`config.mk`:
```
export PLATFORM = sky130hd
export DESIGN_NAME = power_saving_mode_control
export DESIGN_NICKNAME = d
export VERILOG_FILES = /design/src/power_saving_pkg.sv /design/src/power_saving_mode_control.sv /design/src/doze_divider.sv
export SDC_FILE = /design/constraint.sdc
export NUM_CORES = 1
export LEC_CHECK = 0
export BUFFER_PORTS_ARGS = -buffer_cell sky130_fd_sc_hd__buf_4
export CAP_MARGIN = 20
export CORE_MARGIN = 2
export CORE_UTILIZATION = 55
export DETAILED_ROUTE_END_ITERATION = 7
export PLACE_DENSITY = 0.84
export SLEW_MARGIN = 20
export SYNTH_ARGS = -nofsm -noshare
export SYNTH_HDL_FRONTEND = slang
export SYNTH_SLANG_ARGS = --single-unit
```
`constraint.sdc`:
```
create_clock -name i_sys_clk -period 2.83 [get_ports i_sys_clk]
set_input_delay 0.283 -clock i_sys_clk [delete_from_list [all_inputs] [get_ports i_sys_clk]]
set_output_delay 0.283 -clock i_sys_clk [all_outputs]
set_load 0.01 [all_outputs]
```
`src/power_saving_pkg.sv`:
```
// Package with register layout, states and timing constants of the power-saving control.
package power_saving_pkg;

    // ************************************************************
    // Register map
    // ************************************************************
    localparam logic [11:0] DOZE_IDLE_CONTROL_ADDR = 12'h028c;
    localparam logic [7:0] DOZE_IDLE_CONTROL_RESET = 8'h00;
    localparam int SLEEP_SELECTS_IDLE_BIT = 7;
    localparam int DOZE_ACTIVE_BIT = 6;
    localparam int RECOVER_ON_IRQ_BIT = 5;
    localparam int DOZE_ON_ISR_EXIT_BIT = 4;
    localparam int DOZE_RATIO_LSB = 0;
    localparam int DOZE_RATIO_W = 3;
    localparam logic [7:0] DOZE_IDLE_CONTROL_MASK = 8'hf7;

    // ************************************************************
    // Vectors and timing
    // ************************************************************
    localparam logic [15:0] ISR_VECTOR = 16'h0004;
    localparam int OSC_STARTUP_PERIODS = 1024;
    localparam int OSC_STARTUP_W = 11;
    localparam logic [OSC_STARTUP_W-1:0] OSC_STARTUP_LAST =
        OSC_STARTUP_W'(OSC_STARTUP_PERIODS - 1);
    localparam int DOZE_CNT_W = 8;
    localparam logic [DOZE_CNT_W-1:0] DOZE_CNT_ONE = 8'h01;

    // ************************************************************
    // Power states
    // ************************************************************
    typedef enum logic [2:0] {
        ST_RUN,
        ST_IDLE,
        ST_SLEEP,
        ST_OST,
        ST_WAKE
    } power_state_e;

endpackage : power_saving_pkg

```
`src/power_saving_mode_control.sv`:
```
// Power-saving mode control: sleep, idle, doze and wake-up sequencing.
//
// Functional notes
// Pending cases apply with global irq off and a non-clock-switch source pending.
// Pending irq before sleep makes sleep a no-op; no watchdog clear, no flags.
// Irq during sleep completes it, wakes, clears watchdog, sets timeout, clears pd.
// Power-down flag stays set when sleep became a no-op.
// Crystal oscillator wake waits 1024 oscillator periods; skipped for EC/internal.
// Irq wake with global irq on vectors to 0x0004, otherwise continues in-line.
// Sleep enters idle when idle-select is one, full sleep when zero.
// Idle halts CPU and program memory, keeps all peripheral clocks running.
// Any enabled irq ends idle even with global irq off; idle-select kept. Here a clock-switch-only irq does not end idle.
// Recover-on-irq set: ISR entry clears doze-active; clear: unchanged.
// Doze-on-exit set: ISR return sets doze-active; clear: unchanged.
// Watchdog timeout in idle wakes instead of reset; doze-active untouched.
// Only sleep stops Fosc and Fosc/4; other clocks keep running.
// Three-bit ratio selects 1:2 up to 1:256 as powers of two.
// Doze runs one CPU cycle per group of N; peripherals full speed.
// Clock output keeps toggling in idle when its enable option is active.
// Full sleep entry clears power-down, sets timeout, stops CPU clock.
// Doze counter restarts whenever doze-active changes.
//
// Local design decision: the address-and-strobe port.
`timescale 1ns/1ps
module power_saving_mode_control
    import power_saving_pkg::*;
(
    // Clock and reset
    input wire logic i_sys_clk,
    input wire logic i_arst_n,
    // Register port
    input wire logic [11:0] i_reg_addr,
    input wire logic [7:0] i_reg_wdata,
    input wire logic i_reg_wr,
    input wire logic i_reg_rd,
    output logic [7:0] o_reg_rdata,
    // CPU core
    input wire logic i_sleep_exec,
    input wire logic i_isr_enter,
    input wire logic i_isr_return,
    input wire logic i_global_irq_enable,
    output logic o_cpu_cycle_en,
    output logic o_vector_to_isr,
    output logic [15:0] o_isr_vector,
    output logic o_resume_inline,
    // Interrupt logic
    input wire logic i_irq_pending,
    input wire logic i_clk_switch_irq_only,
    // Watchdog
    input wire logic i_wdt_timeout,
    output logic o_wdt_clear,
    output logic o_wdt_reset_req,
    // Status flags
    output logic o_timeout_flag_n,
    output logic o_power_down_flag_n,
    // Oscillator and clocks
    input wire logic i_osc_is_crystal,
    input wire logic i_osc_tick,
    input wire logic i_clock_out_enable_n,
    output logic o_fosc_en,
    output logic o_clock_out_en,
    output logic o_in_idle,
    output logic o_in_sleep
);

    // ************************************************************
    // Register storage
    // ************************************************************
    logic idle_sel_q;
    logic doze_active_q;
    logic doze_active_d;
    logic roi_q;
    logic doe_q;
    logic [DOZE_RATIO_W-1:0] ratio_q;
    logic [7:0] rdata_q;
    logic timeout_n_q;
    logic timeout_n_d;
    logic pd_n_q;
    logic pd_n_d;
    logic wdt_clear_q;
    logic wdt_clear_d;
    logic vector_q;
    logic vector_d;
    logic inline_q;
    logic inline_d;
    logic wake_by_irq_q;
    logic wake_by_irq_d;
    logic [OSC_STARTUP_W-1:0] ost_cnt_q;
    logic [OSC_STARTUP_W-1:0] ost_cnt_d;
    power_state_e state_q;
    power_state_e state_d;

    // ************************************************************
    // Decode
    // ************************************************************
    logic reg_hit_w;
    logic reg_wr_w;
    logic [7:0] reg_view_w;
    logic wake_irq_w;
    logic doze_restart_w;
    logic doze_cycle_w;

    assign reg_hit_w = (i_reg_addr == DOZE_IDLE_CONTROL_ADDR);
    assign reg_wr_w = i_reg_wr && reg_hit_w;
    assign reg_view_w = {idle_sel_q, doze_active_q, roi_q, doe_q, 1'b0,
                         ratio_q} & DOZE_IDLE_CONTROL_MASK;

    // A pending source that is not the clock-switch interrupt.
    assign wake_irq_w = i_irq_pending && !i_clk_switch_irq_only;

    // ************************************************************
    // Doze-active bit
    // ************************************************************
    // Hardware events win over a software write in the same cycle.
    always_comb begin
        doze_active_d = doze_active_q;
        if (reg_wr_w) begin
            doze_active_d = i_reg_wdata[DOZE_ACTIVE_BIT];
        end
        if (i_isr_enter && roi_q) begin
            doze_active_d = 1'b0;
        end
        if (i_isr_return && doe_q) begin
            doze_active_d = 1'b1;
        end
    end

    assign doze_restart_w = (doze_active_d != doze_active_q);

    doze_divider u_doze_divider (
        .i_sys_clk(i_sys_clk),
        .i_arst_n(i_arst_n),
        .i_doze_on(doze_active_q),
        .i_ratio(ratio_q),
        .i_restart(doze_restart_w),
        .o_cpu_cycle_en(doze_cycle_w)
    );

    // ************************************************************
    // Power state machine
    // ************************************************************
    always_comb begin
        state_d = state_q;
        timeout_n_d = timeout_n_q;
        pd_n_d = pd_n_q;
        wdt_clear_d = 1'b0;
        vector_d = 1'b0;
        inline_d = 1'b0;
        wake_by_irq_d = wake_by_irq_q;
        ost_cnt_d = ost_cnt_q;
        unique case (state_q)
            ST_RUN: begin
                if (i_sleep_exec && wake_irq_w && !i_global_irq_enable) begin
                    // Sleep degrades to a no-op; flags and watchdog kept.
                    state_d = ST_RUN;
                end else if (i_sleep_exec) begin
                    wdt_clear_d = 1'b1;
                    pd_n_d = 1'b0;
                    timeout_n_d = 1'b1;
                    state_d = idle_sel_q ? ST_IDLE : ST_SLEEP;
                end
            end
            ST_IDLE: begin
                // Watchdog timeout wakes rather than resets; not an irq.
                if (wake_irq_w) begin
                    wake_by_irq_d = 1'b1;
                    state_d = ST_WAKE;
                end else if (i_wdt_timeout) begin
                    wake_by_irq_d = 1'b0;
                    state_d = ST_WAKE;
                end
            end
            ST_SLEEP: begin
                if (wake_irq_w || i_wdt_timeout) begin
                    wake_by_irq_d = wake_irq_w;
                    wdt_clear_d = 1'b1;
                    timeout_n_d = wake_irq_w;
                    ost_cnt_d = '0;
                    state_d = i_osc_is_crystal ? ST_OST : ST_WAKE;
                end
            end
            ST_OST: begin
                wdt_clear_d = 1'b1;
                if (i_osc_tick) begin
                    ost_cnt_d = ost_cnt_q + 1'b1;
                    if (ost_cnt_q == OSC_STARTUP_LAST) begin
                        state_d = ST_WAKE;
                    end
                end
            end
            ST_WAKE: begin
                vector_d = wake_by_irq_q && i_global_irq_enable;
                inline_d = !(wake_by_irq_q && i_global_irq_enable);
                state_d = ST_RUN;
            end
        endcase
    end

    // ************************************************************
    // Clock gating and outputs
    // ************************************************************
    logic halted_w;

    assign halted_w = (state_q != ST_RUN);
    assign o_cpu_cycle_en = !halted_w && doze_cycle_w;
    assign o_fosc_en = (state_q != ST_SLEEP) && (state_q != ST_OST);
    assign o_clock_out_en = !i_clock_out_enable_n && o_fosc_en;
    assign o_in_idle = (state_q == ST_IDLE);
    assign o_in_sleep = !o_fosc_en;
    // Watchdog reset only in the run state, not in sleep, start-up, idle or wake.
    assign o_wdt_reset_req = i_wdt_timeout && (state_q == ST_RUN);
    assign o_isr_vector = ISR_VECTOR;
    assign o_reg_rdata = rdata_q;
    assign o_timeout_flag_n = timeout_n_q;
    assign o_power_down_flag_n = pd_n_q;
    assign o_wdt_clear = wdt_clear_q;
    assign o_vector_to_isr = vector_q;
    assign o_resume_inline = inline_q;

    // ************************************************************
    // Flip-flops
    // ************************************************************
    always_ff @(posedge i_sys_clk or negedge i_arst_n) begin
        if (!i_arst_n) begin
            idle_sel_q <= DOZE_IDLE_CONTROL_RESET[SLEEP_SELECTS_IDLE_BIT];
            roi_q <= DOZE_IDLE_CONTROL_RESET[RECOVER_ON_IRQ_BIT];
            doe_q <= DOZE_IDLE_CONTROL_RESET[DOZE_ON_ISR_EXIT_BIT];
            ratio_q <= DOZE_IDLE_CONTROL_RESET[DOZE_RATIO_W-1:DOZE_RATIO_LSB];
            doze_active_q <= DOZE_IDLE_CONTROL_RESET[DOZE_ACTIVE_BIT];
        end else begin
            // Idle-select is only changed by software.
            if (reg_wr_w) begin
                idle_sel_q <= i_reg_wdata[SLEEP_SELECTS_IDLE_BIT];
                roi_q <= i_reg_wdata[RECOVER_ON_IRQ_BIT];
                doe_q <= i_reg_wdata[DOZE_ON_ISR_EXIT_BIT];
                ratio_q <= i_reg_wdata[DOZE_RATIO_W-1:DOZE_RATIO_LSB];
            end
            doze_active_q <= doze_active_d;
        end
    end

    always_ff @(posedge i_sys_clk or negedge i_arst_n) begin
        if (!i_arst_n) begin
            rdata_q <= '0;
        end else begin
            rdata_q <= (i_reg_rd && reg_hit_w) ? reg_view_w : '0;
        end
    end

    always_ff @(posedge i_sys_clk or negedge i_arst_n) begin
        if (!i_arst_n) begin
            state_q <= ST_RUN;
            timeout_n_q <= 1'b1;
            pd_n_q <= 1'b1;
            wdt_clear_q <= 1'b0;
            vector_q <= 1'b0;
            inline_q <= 1'b0;
            wake_by_irq_q <= 1'b0;
            ost_cnt_q <= '0;
        end else begin
            state_q <= state_d;
            timeout_n_q <= timeout_n_d;
            pd_n_q <= pd_n_d;
            wdt_clear_q <= wdt_clear_d;
            vector_q <= vector_d;
            inline_q <= inline_d;
            wake_by_irq_q <= wake_by_irq_d;
            ost_cnt_q <= ost_cnt_d;
        end
    end

endmodule : power_saving_mode_control

```
`src/doze_divider.sv`:
```
// Doze divider that grants one CPU instruction cycle in every group of N.
`timescale 1ns/1ps
module doze_divider
    import power_saving_pkg::*;
(
    // Clock and reset
    input wire logic i_sys_clk,
    input wire logic i_arst_n,
    // Control
    input wire logic i_doze_on,
    input wire logic [DOZE_RATIO_W-1:0] i_ratio,
    input wire logic i_restart,
    // Grant
    output logic o_cpu_cycle_en
);

    logic [DOZE_CNT_W-1:0] cnt_q;
    logic [DOZE_CNT_W-1:0] cnt_d;
    logic [DOZE_CNT_W-1:0] last_w;
    logic at_last_w;

    // N is two to the power of code plus one; count runs 0 to N-1.
    // Shift in two steps so code 111 does not wrap the shift amount.
    assign last_w = (DOZE_CNT_ONE << i_ratio << 1) - DOZE_CNT_ONE;
    assign at_last_w = (cnt_q == last_w);
    assign cnt_d = (i_restart || at_last_w) ? '0 : cnt_q + DOZE_CNT_ONE;

    // CPU runs only in the first cycle of each group when doze is on.
    assign o_cpu_cycle_en = !i_doze_on || (cnt_q == '0);

    always_ff @(posedge i_sys_clk or negedge i_arst_n) begin
        if (!i_arst_n) begin
            cnt_q <= '0;
        end else begin
            cnt_q <= cnt_d;
        end
    end

endmodule : doze_divider

```
==> impl_metrics.yaml, run 1 <==
clocking:
  post_cts_resized: 0
  clockRootBuffer: "clkbuf_8"
  cts_buffers: 5
  clkLatencyLatePin_ns: 0.30
  ctsHoldBuffers: 1
  cts_max_level: 2
  cts_sinks: 42
  cts_buffer_depth: 2
  cts_tree: "yes"
  cts_setup_buffers: 0
  cts.clk_slew.worst_paths_ns: 0.08
power:
  powerDensity_nw_per_um2: 568
  power.leakage_nw: 1.29
  irDropWorstVdd_mv: 0.448
  finalPower_w: 0.00156
timing:
  max_slew_margin_pct: 51.8
  finalCritPeriodShare_pct: 85.1
  tns_ns: 0
  finalCriticalPeriod_ns: 2.41
  finalClockSkew_ns: 0.00596
  rsz0062_at_grt: "no"
  report.final.slew_viol_count: 0
  fmax_mhz: 415
  report.final.setup_viol: 0
  worst_pin_slew_ns: 0.722
  hold_viol: 0
yosys:
  ys_types: 47
  async_reset_ff_share_pct: 100
  yosys_warnings: 0
  synth-seq-cells: 42
  synth_ff_type: "dfrtp_1"
  synth_cells: 242
  synth_area_per_cell_um2: 9.56
  synth-edff-count: 0
  synth.cell_area_um2: 2310
  ys_seq_area_share_pct: 45.5
placed_design:
  portBuffers: 50
  placed_area_um2: 2640
  dpl.hpwl_um: 3340
  routabilityCongestion: 0.830
global_route:
  grtUsageTotal_pct: 21.7
  grt_pass1_wl_um: 7660
  grt_pass1_vias: 1773
  grt-ovfl-total: 0
  use_met2_pct: 39.8
  grt-busiest-layer: "met2"
  grt_use_met1_pct: 24.9
  grt_max_degree: 43
  grt_use_met3_pct: 4.87
  antenna_found_initial: 0
setup_path:
  crit_path_end_kind: "output port"
  setup.worst_path.start_class: "flip-flop"
  r2r_slack_ns: 0.75
  critPathKind: "reg -> out"
  cp.required_ns: 2.55
  worstPathArrival_ns: 2.13
  worstReg2RegEnd: "o_timeout_flag_n$_DFFE_PN1P_"
  reg2reg_depth: 7
  worstReg2RegStart: "state_q[1]$_DFFE_PN0P_"
  crit_fanout: 4
route:
  route.vias.total: 1800
  drt_first_pass_iters: 4
  wl_um: 4540
  avgViaCountPerCell: 5.28
  drc: 0
  detail-route-antenna-nets: 0
  wl_per_cell_um: 13.3
  drtIter0Drc: 153
floorplanning:
  die_h_um: 68.9
  io_pins: 69
  fp.coreArea_um2: 4030
  die_area_um2: 4740
  start_util_pct: 57.4
  fp.dieW_um: 68.9
  num_rows: 23
min_path:
  min_path_type: "in -> reg"
  hold_path.startpoint: "i_reg_wdata[7]"
  worstHoldPathCells: 3
  hold_end: "idle_sel_q$_DFFE_PN0N_"
layout:
  syn_to_final_growth_pct: 18.8
  diodes: 0
  final_area_um2: 2750
  num-nets-final: 327
  fin_util_pct: 68.2
  layout-drive-gt1-share_pct: 25.4
run:
  cap_violations: 0
outcome:
  status: "finished clean"
sequential cells by signal, summed over array words and instances, names as in the netlist:
register,flops
ost_cnt_q,11
u_doze_divider.cnt_q,8
o_reg_rdata,7
ratio_q,3
state_q,3
doe_q,1
doze_active_q,1
idle_sel_q,1
o_power_down_flag_n,1
o_resume_inline,1
o_timeout_flag_n,1
o_vector_to_isr,1
o_wdt_clear,1
roi_q,1
wake_by_irq_q,1
layout by cell type (no fill, tap or decap), drive strengths merged, types with 2 or more instances in the layout:
cell and count:
nand2b 4, xnor2 11, nor3 11, or4 2, dfrtp 40, a21oi 8, a21o 2, nor2b 6
or3 4, o311ai 3, and4 2, buf 51, clkbuf 6, nand2 17, conb 17, nor3b 2
o21ai 10, xor2 2, nand4 2, nand3 9, nor2 25, and2 10, inv 9, nor4b 2
mux2i 2, a22o 6, ha 3, a211oi 2, mux2 8, dfstp 2
Yosys cell counts (all sizes together), types with 3 or more instances:
cell type | n | area share, %
dfrtp | 40 | 43
nor2 | 25 | 4.2
buf | 24 | 7.4
nand2 | 17 | 2.8
nor3 | 11 | 2.4
xnor2 | 11 | 4.2
and2 | 10 | 2.7
o21ai | 10 | 2.3
inv | 9 | 1.5
nand3 | 9 | 1.9
a21oi | 8 | 1.7
mux2 | 8 | 3.9
a22o | 6 | 2.3
nor2b | 6 | 1.7
nand2b | 4 | 1.1
or3 | 4 | 1.1
ha | 3 | 1.6
o311ai | 3 | 1.1
metal layers:
layer,vias to the layer above,part of all wire (%)
li1,894,-
met1,850,41
met2,47,53
met3,9,4.3
met4,0,1.6
met5,-,0
kinds of logic (layout without fill, tap and decap cells):
| group | count (synthesis) | count (layout) | synth area share (%) |
|---|---|---|---|
| AND/OR/NAND/NOR | 99 | 99 | 22.5 |
| buffers and inverters | 35 | 69 | 9.19 |
| flip-flops | 42 | 42 | 45.5 |
| XOR/XNOR | 13 | 13 | 4.92 |
| other | 2 | 17 | 0.325 |
| multiplexers | 10 | 10 | 4.76 |
| adder cells (fa/ha/maj) | 3 | 3 | 1.62 |
| AO/OA/AOI/OAI | 38 | 38 | 11.1 |
power breakdown:
part           leakage, nW  internal (W)  switching [W]
sequential           0.558      0.000655      0.0000996
combinational        0.681      0.000201       0.000203
clock               0.0472      0.000196       0.000206
worst max-delay path by stage:
stage                                                  from                         to  depth (start not counted)
final                     u_doze_divider.cnt_q[6]$_DFF_PN0_             o_cpu_cycle_en                          4
after global routing      u_doze_divider.cnt_q[5]$_DFF_PN0_             o_cpu_cycle_en                          4
after CTS                 u_doze_divider.cnt_q[6]$_DFF_PN0_             o_cpu_cycle_en                          4
after detailed placement             state_q[0]$_DFFE_PN0P_  ost_cnt_q[10]$_DFFE_PN0P_                          4
after global placement               state_q[0]$_DFFE_PN0P_   ost_cnt_q[7]$_DFFE_PN0P_                          4
after floorplan           u_doze_divider.cnt_q[6]$_DFF_PN0_             o_cpu_cycle_en                          3
metrics by stage:
stage | hold WS, ns | worst slack, ns | std cells
2_1_floorplan | -0.0126 | 0.886 | 257
3_3_place_gp | 0.292 | 0.718 | 332
3_5_place_dp | 0.294 | 0.656 | 332
4_1_cts | 0.184 | 0.417 | 341
5_1_grt | 0.211 | 0.344 | 341
6_report | 0.186 | 0.421 | 341
cell type report:
| type | count | area, um^2 |
|---|---|---|
| fill | 317 | 1280 |
| multi-input combinational | 180 | 1110 |
| sequential | 42 | 1050 |
| timing repair buffer | 52 | 393 |
| clock buffer | 6 | 82.6 |
| tap | 50 | 62.6 |
| inverter | 9 | 33.8 |
| clock inverter | 2 | 12.5 |
critical path, stage by stage (launching register included):
cell	delay [ns]
dfrtp_1	0.42
or4_4	0.56
or4b_1	0.52
a21oi_1	0.19
buf_4	0.15
Power figures use the tool's default switching activity.
==> run 2: changes to the inputs <==
==> constraint.sdc (replaced) <==
create_clock -name i_sys_clk -period 2.83 [get_ports i_sys_clk]
set_input_delay 0 -clock i_sys_clk [delete_from_list [all_inputs] [get_ports i_sys_clk]]
set_output_delay 0 -clock i_sys_clk [all_outputs]
set_load 0.01 [all_outputs]
==> run 2 against run 1 <==
Compared with the run above: flip-flop and latch count is the same; total power increased by 4.5%; worst hold slack worse by 0.18 ns; combinational power grew 2%; non-clock buffer count grew 11; sequential power is 0.7% lower; core utilization grew 2.8 points; critical endpoint unchanged; clock power is 16% higher; largest power group unchanged; clock-buffer cell count down 1; clock skew grew 0.00054 ns; wire length rose by 4.6%.
==> impl_metrics.yaml, run 2 (same netlist as run 1, synthesis figures left out) <==
outcome:
  status: "finished clean"
floorplanning:
  die_h_um: 68.9
  fp.coreArea_um2: 4030
  start_util_pct: 57.4
  num_rows: 23
  fp.dieW_um: 68.9
  die_area_um2: 4740
  io_pins: 69
timing:
  tns_ns: 0
  hold_viol: 0
  layout_setup_ws_ns: 0.650
  finalCritPeriodShare_pct: 77.0
  rsz0062_at_grt: "no"
  worst_pin_slew_ns: 0.522
  finalCriticalPeriod_ns: 2.18
  report.final.slew_viol_count: 0
  fmax_mhz: 459
  finalClockSkew_ns: 0.00650
  report.final.setup_viol: 0
  max_slew_margin_pct: 65.2
setup_path:
  r2r_slack_ns: 0.74
  setup.worst_path.start_class: "flip-flop"
  critPathKind: "reg -> out"
  cp.required_ns: 2.83
  worstReg2RegStart: "state_q[1]$_DFFE_PN0P_"
  crit_fanout: 4
  worstReg2RegEnd: "o_timeout_flag_n$_DFFE_PN1P_"
  reg2reg_depth: 7
  worstPathArrival_ns: 2.18
  crit_path_end_kind: "output port"
clocking:
  clockRootBuffer: "clkbuf_8"
  cts.clk_slew.worst_paths_ns: 0.08
  cts_sinks: 42
  cts_buffers: 5
  cts_max_level: 2
  cts_buffer_depth: 2
  post_cts_resized: 0
  cts_tree: "yes"
  clkLatencyLatePin_ns: 0.30
route:
  detail-route-antenna-nets: 0
  avgViaCountPerCell: 5.30
  dr_wl_met3_um: 197
  wirelength_met1_um: 1980
  route.vias.total: 1864
  drt_first_pass_iters: 4
  wl_met2_um: 2490
  wl_um: 4750
  drc: 0
  drtIter0Drc: 138
  top_layer: "met4"
  wl_per_cell_um: 13.5
layout:
  final_cell_count_no_fill: 352
  fin_util_pct: 71.1
  syn_to_final_growth_pct: 23.7
  num-nets-final: 338
  layout-drive-gt1-share_pct: 24.5
  diodes: 0
  largest-register: "ost_cnt_q"
  final_common_cell: "buf_4"
  final_cell_mix: "buf_4, dfrtp_1, nor2_1"
  largest_reg_flops: 11
global_route:
  grt_max_degree: 43
  grt_pass1_wl_um: 8180
  antenna_found_initial: 0
  grt_pass1_vias: 1840
  grtUsageTotal_pct: 23.6
  grt-ovfl-total: 0
placed_design:
  portBuffers: 50
  dp.cells: 333
  place_ws_ns: 0.783
  routabilityCongestion: 0.776
  dpl.hpwl_um: 3300
min_path:
  min_path_type: "in -> reg"
  hold_end: "doze_active_q$_DFF_PN0_"
  worstHoldPathCells: 3
  hold_path.startpoint: "i_isr_return"
power:
  powerDensity_nw_per_um2: 570
  power.leakage_nw: 1.34
  finalPower_w: 0.00163
  irDropWorstVdd_mv: 0.410
run:
  cap_violations: 0
## run 2: area by class of cell
type	instances	area (um^2)
Fill cell	319	1170
Multi-Input combinational cell	180	1100
Sequential cell	42	1050
Timing Repair Buffer	63	500
Clock buffer	5	68.8
Tap cell	50	62.6
Clock inverter	3	40.0
Inverter	9	33.8
## run 2: worst max path at each step
| stage | start | endpoint | slack (ns) |
|---|---|---|---|
| after global routing | state_q[1]$_DFFE_PN0P_ | o_timeout_flag_n$_DFFE_PN1P_ | 0.56 |
| after CTS | u_doze_divider.cnt_q[6]$_DFF_PN0_ | o_cpu_cycle_en | 0.66 |
| after global placement | state_q[1]$_DFFE_PN0P_ | o_timeout_flag_n$_DFFE_PN1P_ | 0.81 |
| after detailed placement | state_q[1]$_DFFE_PN0P_ | o_timeout_flag_n$_DFFE_PN1P_ | 0.78 |
| after floorplan | state_q[2]$_DFFE_PN0P_ | o_timeout_flag_n$_DFFE_PN1P_ | 1.09 |
| final | u_doze_divider.cnt_q[6]$_DFF_PN0_ | o_cpu_cycle_en | 0.65 |
## run 2: per-stage QoR
| step | hold WS, ns | area, um^2 |
|---|---|---|
| 4_1_cts | 0.000258 | 2860 |
| 6_report | 0.00407 | 2860 |
| 3_5_place_dp | 0.0128 | 2640 |
| 5_1_grt | 0.0372 | 2860 |
| 3_3_place_gp | 0.00884 | 2640 |
| 2_1_floorplan | -0.296 | 2370 |
## run 2: worst max-delay path, stage by stage (launching register included)
cell and delay [ns]:
dfrtp_1 0.43, or4_4 0.55, or4b_1 0.52, a21oi_1 0.22, buf_4 0.15
## run 2: repair_timing
action,in CTS,in global routing
hold buffers,11,0
hold endpoints to repair,49,0
buffers inserted,0,0
## run 2: power breakdown
| part | switching (W) | internal (W) |
|---|---|---|
| clock | 0.000208 | 0.000260 |
| combinational | 0.000204 | 0.000208 |
| sequential | 0.0000953 | 0.000655 |
## run 2: metal layers
layer / GRT usage [%] / vias to the layer above
li1: - / 921
met1: 27.2 / 883
met2: 42.9 / 50
met3: 4.55 / 10
met4: 9.31 / 0
met5: 0 / -
==> run 3: changes to the inputs <==
--- a/config.mk
+++ b/config.mk
@@ -5,12 +5,13 @@
 export SDC_FILE = /design/constraint.sdc
 export NUM_CORES = 1
 export LEC_CHECK = 0
+export ABC_AREA = 1
 export BUFFER_PORTS_ARGS = -buffer_cell sky130_fd_sc_hd__buf_4
 export CAP_MARGIN = 20
 export CORE_MARGIN = 2
-export CORE_UTILIZATION = 55
+export CORE_UTILIZATION = 47
 export DETAILED_ROUTE_END_ITERATION = 7
-export PLACE_DENSITY = 0.84
+export PLACE_DENSITY = 0.76
 export SLEW_MARGIN = 20
 export SYNTH_ARGS = -nofsm -noshare
 export SYNTH_HDL_FRONTEND = slang
==> constraint.sdc (replaced) <==
create_clock -name i_sys_clk -period 1.8 [get_ports i_sys_clk]
set_input_delay 0 -clock i_sys_clk [delete_from_list [all_inputs] [get_ports i_sys_clk]]
set_output_delay 0 -clock i_sys_clk [all_outputs]
set_load 0.01 [all_outputs]
==> run 3 against run 2 <==
Compared with the run above: worst hold slack better by 0.025 ns; first-iteration DRC count down 24%; combinational power up 80%; critical endpoint is now ost_cnt_q[7]$_DFFE_PN0P_; core utilization down 9.7 points; synthesized area up 3.0%; register-to-register slack worse by 0.53 ns; clock skew down 0.0044 ns; wire length down 2.1%; setup slack worse by 0.44 ns.
==> impl_metrics.yaml, run 3 <==
outcome:
  status: "finished clean"
timing:
  report.final.slew_viol_count: 0
  finalCritPeriodShare_pct: 88.4
  finalClockSkew_ns: 0.00215
  finalCriticalPeriod_ns: 1.59
  tns_ns: 0
  fmax_mhz: 629
  report.final.setup_viol: 0
  max_slew_margin_pct: 65.0
  worst_pin_slew_ns: 0.524
  rsz0062_at_grt: "no"
  layout_setup_ws_ns: 0.209
  hold_viol: 0
clocking:
  clockRootBuffer: "clkbuf_8"
  cts_sinks: 42
  post_cts_resized: 0
  cts_tree: "yes"
  clkLatencyLatePin_ns: 0.30
  cts_buffers: 5
  cts_max_level: 2
  cts.clk_slew.worst_paths_ns: 0.08
  cts_setup_buffers: 0
  cts_buffer_depth: 2
floorplanning:
  fp.coreArea_um2: 4820
  io_pins: 69
  die_area_um2: 5660
  die_h_um: 75.2
  start_util_pct: 49.5
  fp.dieW_um: 75.2
  num_rows: 25
global_route:
  antenna_found_initial: 0
  grt-ovfl-total: 0
  grt_max_degree: 43
  grt_pass1_vias: 1918
  grtUsageTotal_pct: 18.1
  grt_pass1_wl_um: 7880
yosys:
  yosys_warnings: 0
  synth_top_cell_area_share_pct: 42.0
  synth_ff_type: "dfrtp_1"
  synth-edff-count: 0
  synth-seq-cells: 42
  synth.most_common_cell: "nand2_1"
  yosys.area.top_type: "dfrtp_1"
  async_reset_ff_share_pct: 100
  netlist_top_cells_count: "nand2_1, inv_1, nor2_1"
  synth_area_per_cell_um2: 7.89
  synth.cell_area_um2: 2380
  synth_cells: 302
  ys_types: 31
  ys_seq_area_share_pct: 44.2
  synth_area_leaders: "dfrtp_1, nand2_1, inv_1, nor2_1, buf_4"
power:
  share_comb_of_total_power_pct: 29.3
  p_switching_w: 0.000875
  irDropWorstVdd_mv: 0.550
  seqPwrFrac_pct: 46.4
  p_sw_share_pct: 34.6
  p_int_w: 0.00165
  power.leakage_nw: 1.57
  finalPower_w: 0.00253
  clock_power_share_pct: 24.3
  powerDensity_nw_per_um2: 855
setup_path:
  crit_path_end_kind: "flip-flop"
  crit_top_cell: "nor2_4"
  cp_cell_sequence: "inv_2, nor2_4, nand2_4, nor2_4, nor2_4, nand2_1, nor2_2, nand2_1, o21ai_1, nor2_1"
  crit_slowest_cell: "dfrtp_1"
  slowest_delay_ns: 0.41
  setup.worst_path.start_class: "flip-flop"
  cp.required_ns: 1.99
  crit_fanout: 5
  critPathKind: "reg -> reg"
  worstPathArrival_ns: 1.78
layout:
  largest-register: "ost_cnt_q"
  layout-drive-gt1-share_pct: 22.9
  num-nets-final: 403
  final_common_cell: "buf_4"
  diodes: 0
  final_area_um2: 2960
  final_cell_mix: "buf_4, nand2_1, inv_1"
  fin_util_pct: 61.4
  largest_reg_flops: 11
  syn_to_final_growth_pct: 24.0
placed_design:
  portBuffers: 50
  place_ws_ns: 0.214
  routabilityCongestion: 0.787
  placed_area_um2: 2770
  dpl.hpwl_um: 3500
route:
  drtIter0Drc: 105
  detail-route-antenna-nets: 0
  drc: 0
  avgViaCountPerCell: 4.61
  wl_um: 4650
  route.vias.total: 2002
  drt_first_pass_iters: 4
  wl_per_cell_um: 10.7
run:
  cap_violations: 0
min_path:
  min_path_type: "in -> reg"
run 3: cell types whose count changed in the layout (fill, tap and decap cells not counted), sizes merged, moves of 8 or more:
| cell | before | now |
|---|---|---|
| nand2 | 17 | 54 |
| o21ai | 10 | 19 |
| inv | 9 | 48 |
| mux2 | 8 | 0 |
| nand3 | 9 | 20 |
| and2 | 10 | 0 |
| nor2 | 25 | 52 |
run 3: layout make-up:
type	count	area, um^2
fill	441	1860
sequential	42	1050
multi-input combinational	207	1050
timing repair buffer	62	490
inverter	48	185
tap	67	83.8
clock buffer	5	68.8
clock inverter	3	21.3
run 3: worst paths after layout:
kind / start / to / slack [ns] / cells past startpoint
min reg2reg: o_power_down_flag_n$_DFFE_PN1P_ / o_power_down_flag_n$_DFFE_PN1P_ / 0.46 / 2
max reg2reg: state_q[1]$_DFFE_PN0P_ / ost_cnt_q[7]$_DFFE_PN0P_ / 0.21 / 10
min in group asynchronous: i_arst_n / o_wdt_clear$_DFF_PN0_ / 0.22 / 2
max: state_q[1]$_DFFE_PN0P_ / ost_cnt_q[7]$_DFFE_PN0P_ / 0.21 / 10
max in group asynchronous: i_arst_n / o_timeout_flag_n$_DFFE_PN1P_ / 1.21 / 2
min: i_osc_is_crystal / state_q[2]$_DFFE_PN0P_ / 0.03 / 4
run 3: critical path: cells and delay by family, from the launching register on:
family	cells	cell delay, ns
buffers and inverters	1	0.13
AND/OR/NAND/NOR	8	0.82
AO/OA/AOI/OAI	1	0.13
flip-flops	1	0.41
run 3: cells by family (layout without fill, tap and decap cells):
group	Yosys count	count (layout)	share of synthesized area, %
buf+inv	68	118	14.0
xor+xnor	12	12	4.41
flops	42	42	44.2
other cells	2	17	0.315
fa+ha+maj	3	3	1.57
simple gates	141	141	28.1
compound gates	34	34	7.45
run 3: timing repair:
item                                   4_1_cts  5_1_grt
setup endpoints to repair                    0        0
hold buffers                                10        0
endpoints found under the hold margin       50        0
run 3: metrics by stage:
| step | hold slack [ns] | cells |
|---|---|---|
| 2_1_floorplan | -0.296 | 317 |
| 3_3_place_gp | 0.0170 | 416 |
| 3_5_place_dp | 0.0205 | 416 |
| 4_1_cts | 0.0222 | 434 |
| 5_1_grt | 0.0556 | 434 |
| 6_report | 0.0286 | 434 |
run 3: power groups by stage:
stage | logic (W) | clock network, W | registers, W
after floorplan | 0.000476 | 0 | 0.00119
after global placement | 0.000701 | 0 | 0.00119
after detailed placement | 0.000723 | 0 | 0.00119
after CTS | 0.000744 | 0.000637 | 0.00117
after global routing | 0.000845 | 0.000668 | 0.00119
final | 0.000740 | 0.000613 | 0.00117
run 3: routing by layer:
layer  vias to the layer above  global-route usage (%)  share of wire [%]
li1                       1026                       -                  -
met1                       910                    21.5                 44
met2                        58                    32.7                 49
met3                         8                    4.28                5.8
met4                         0                    5.26                1.3
met5                         -                       0                  0
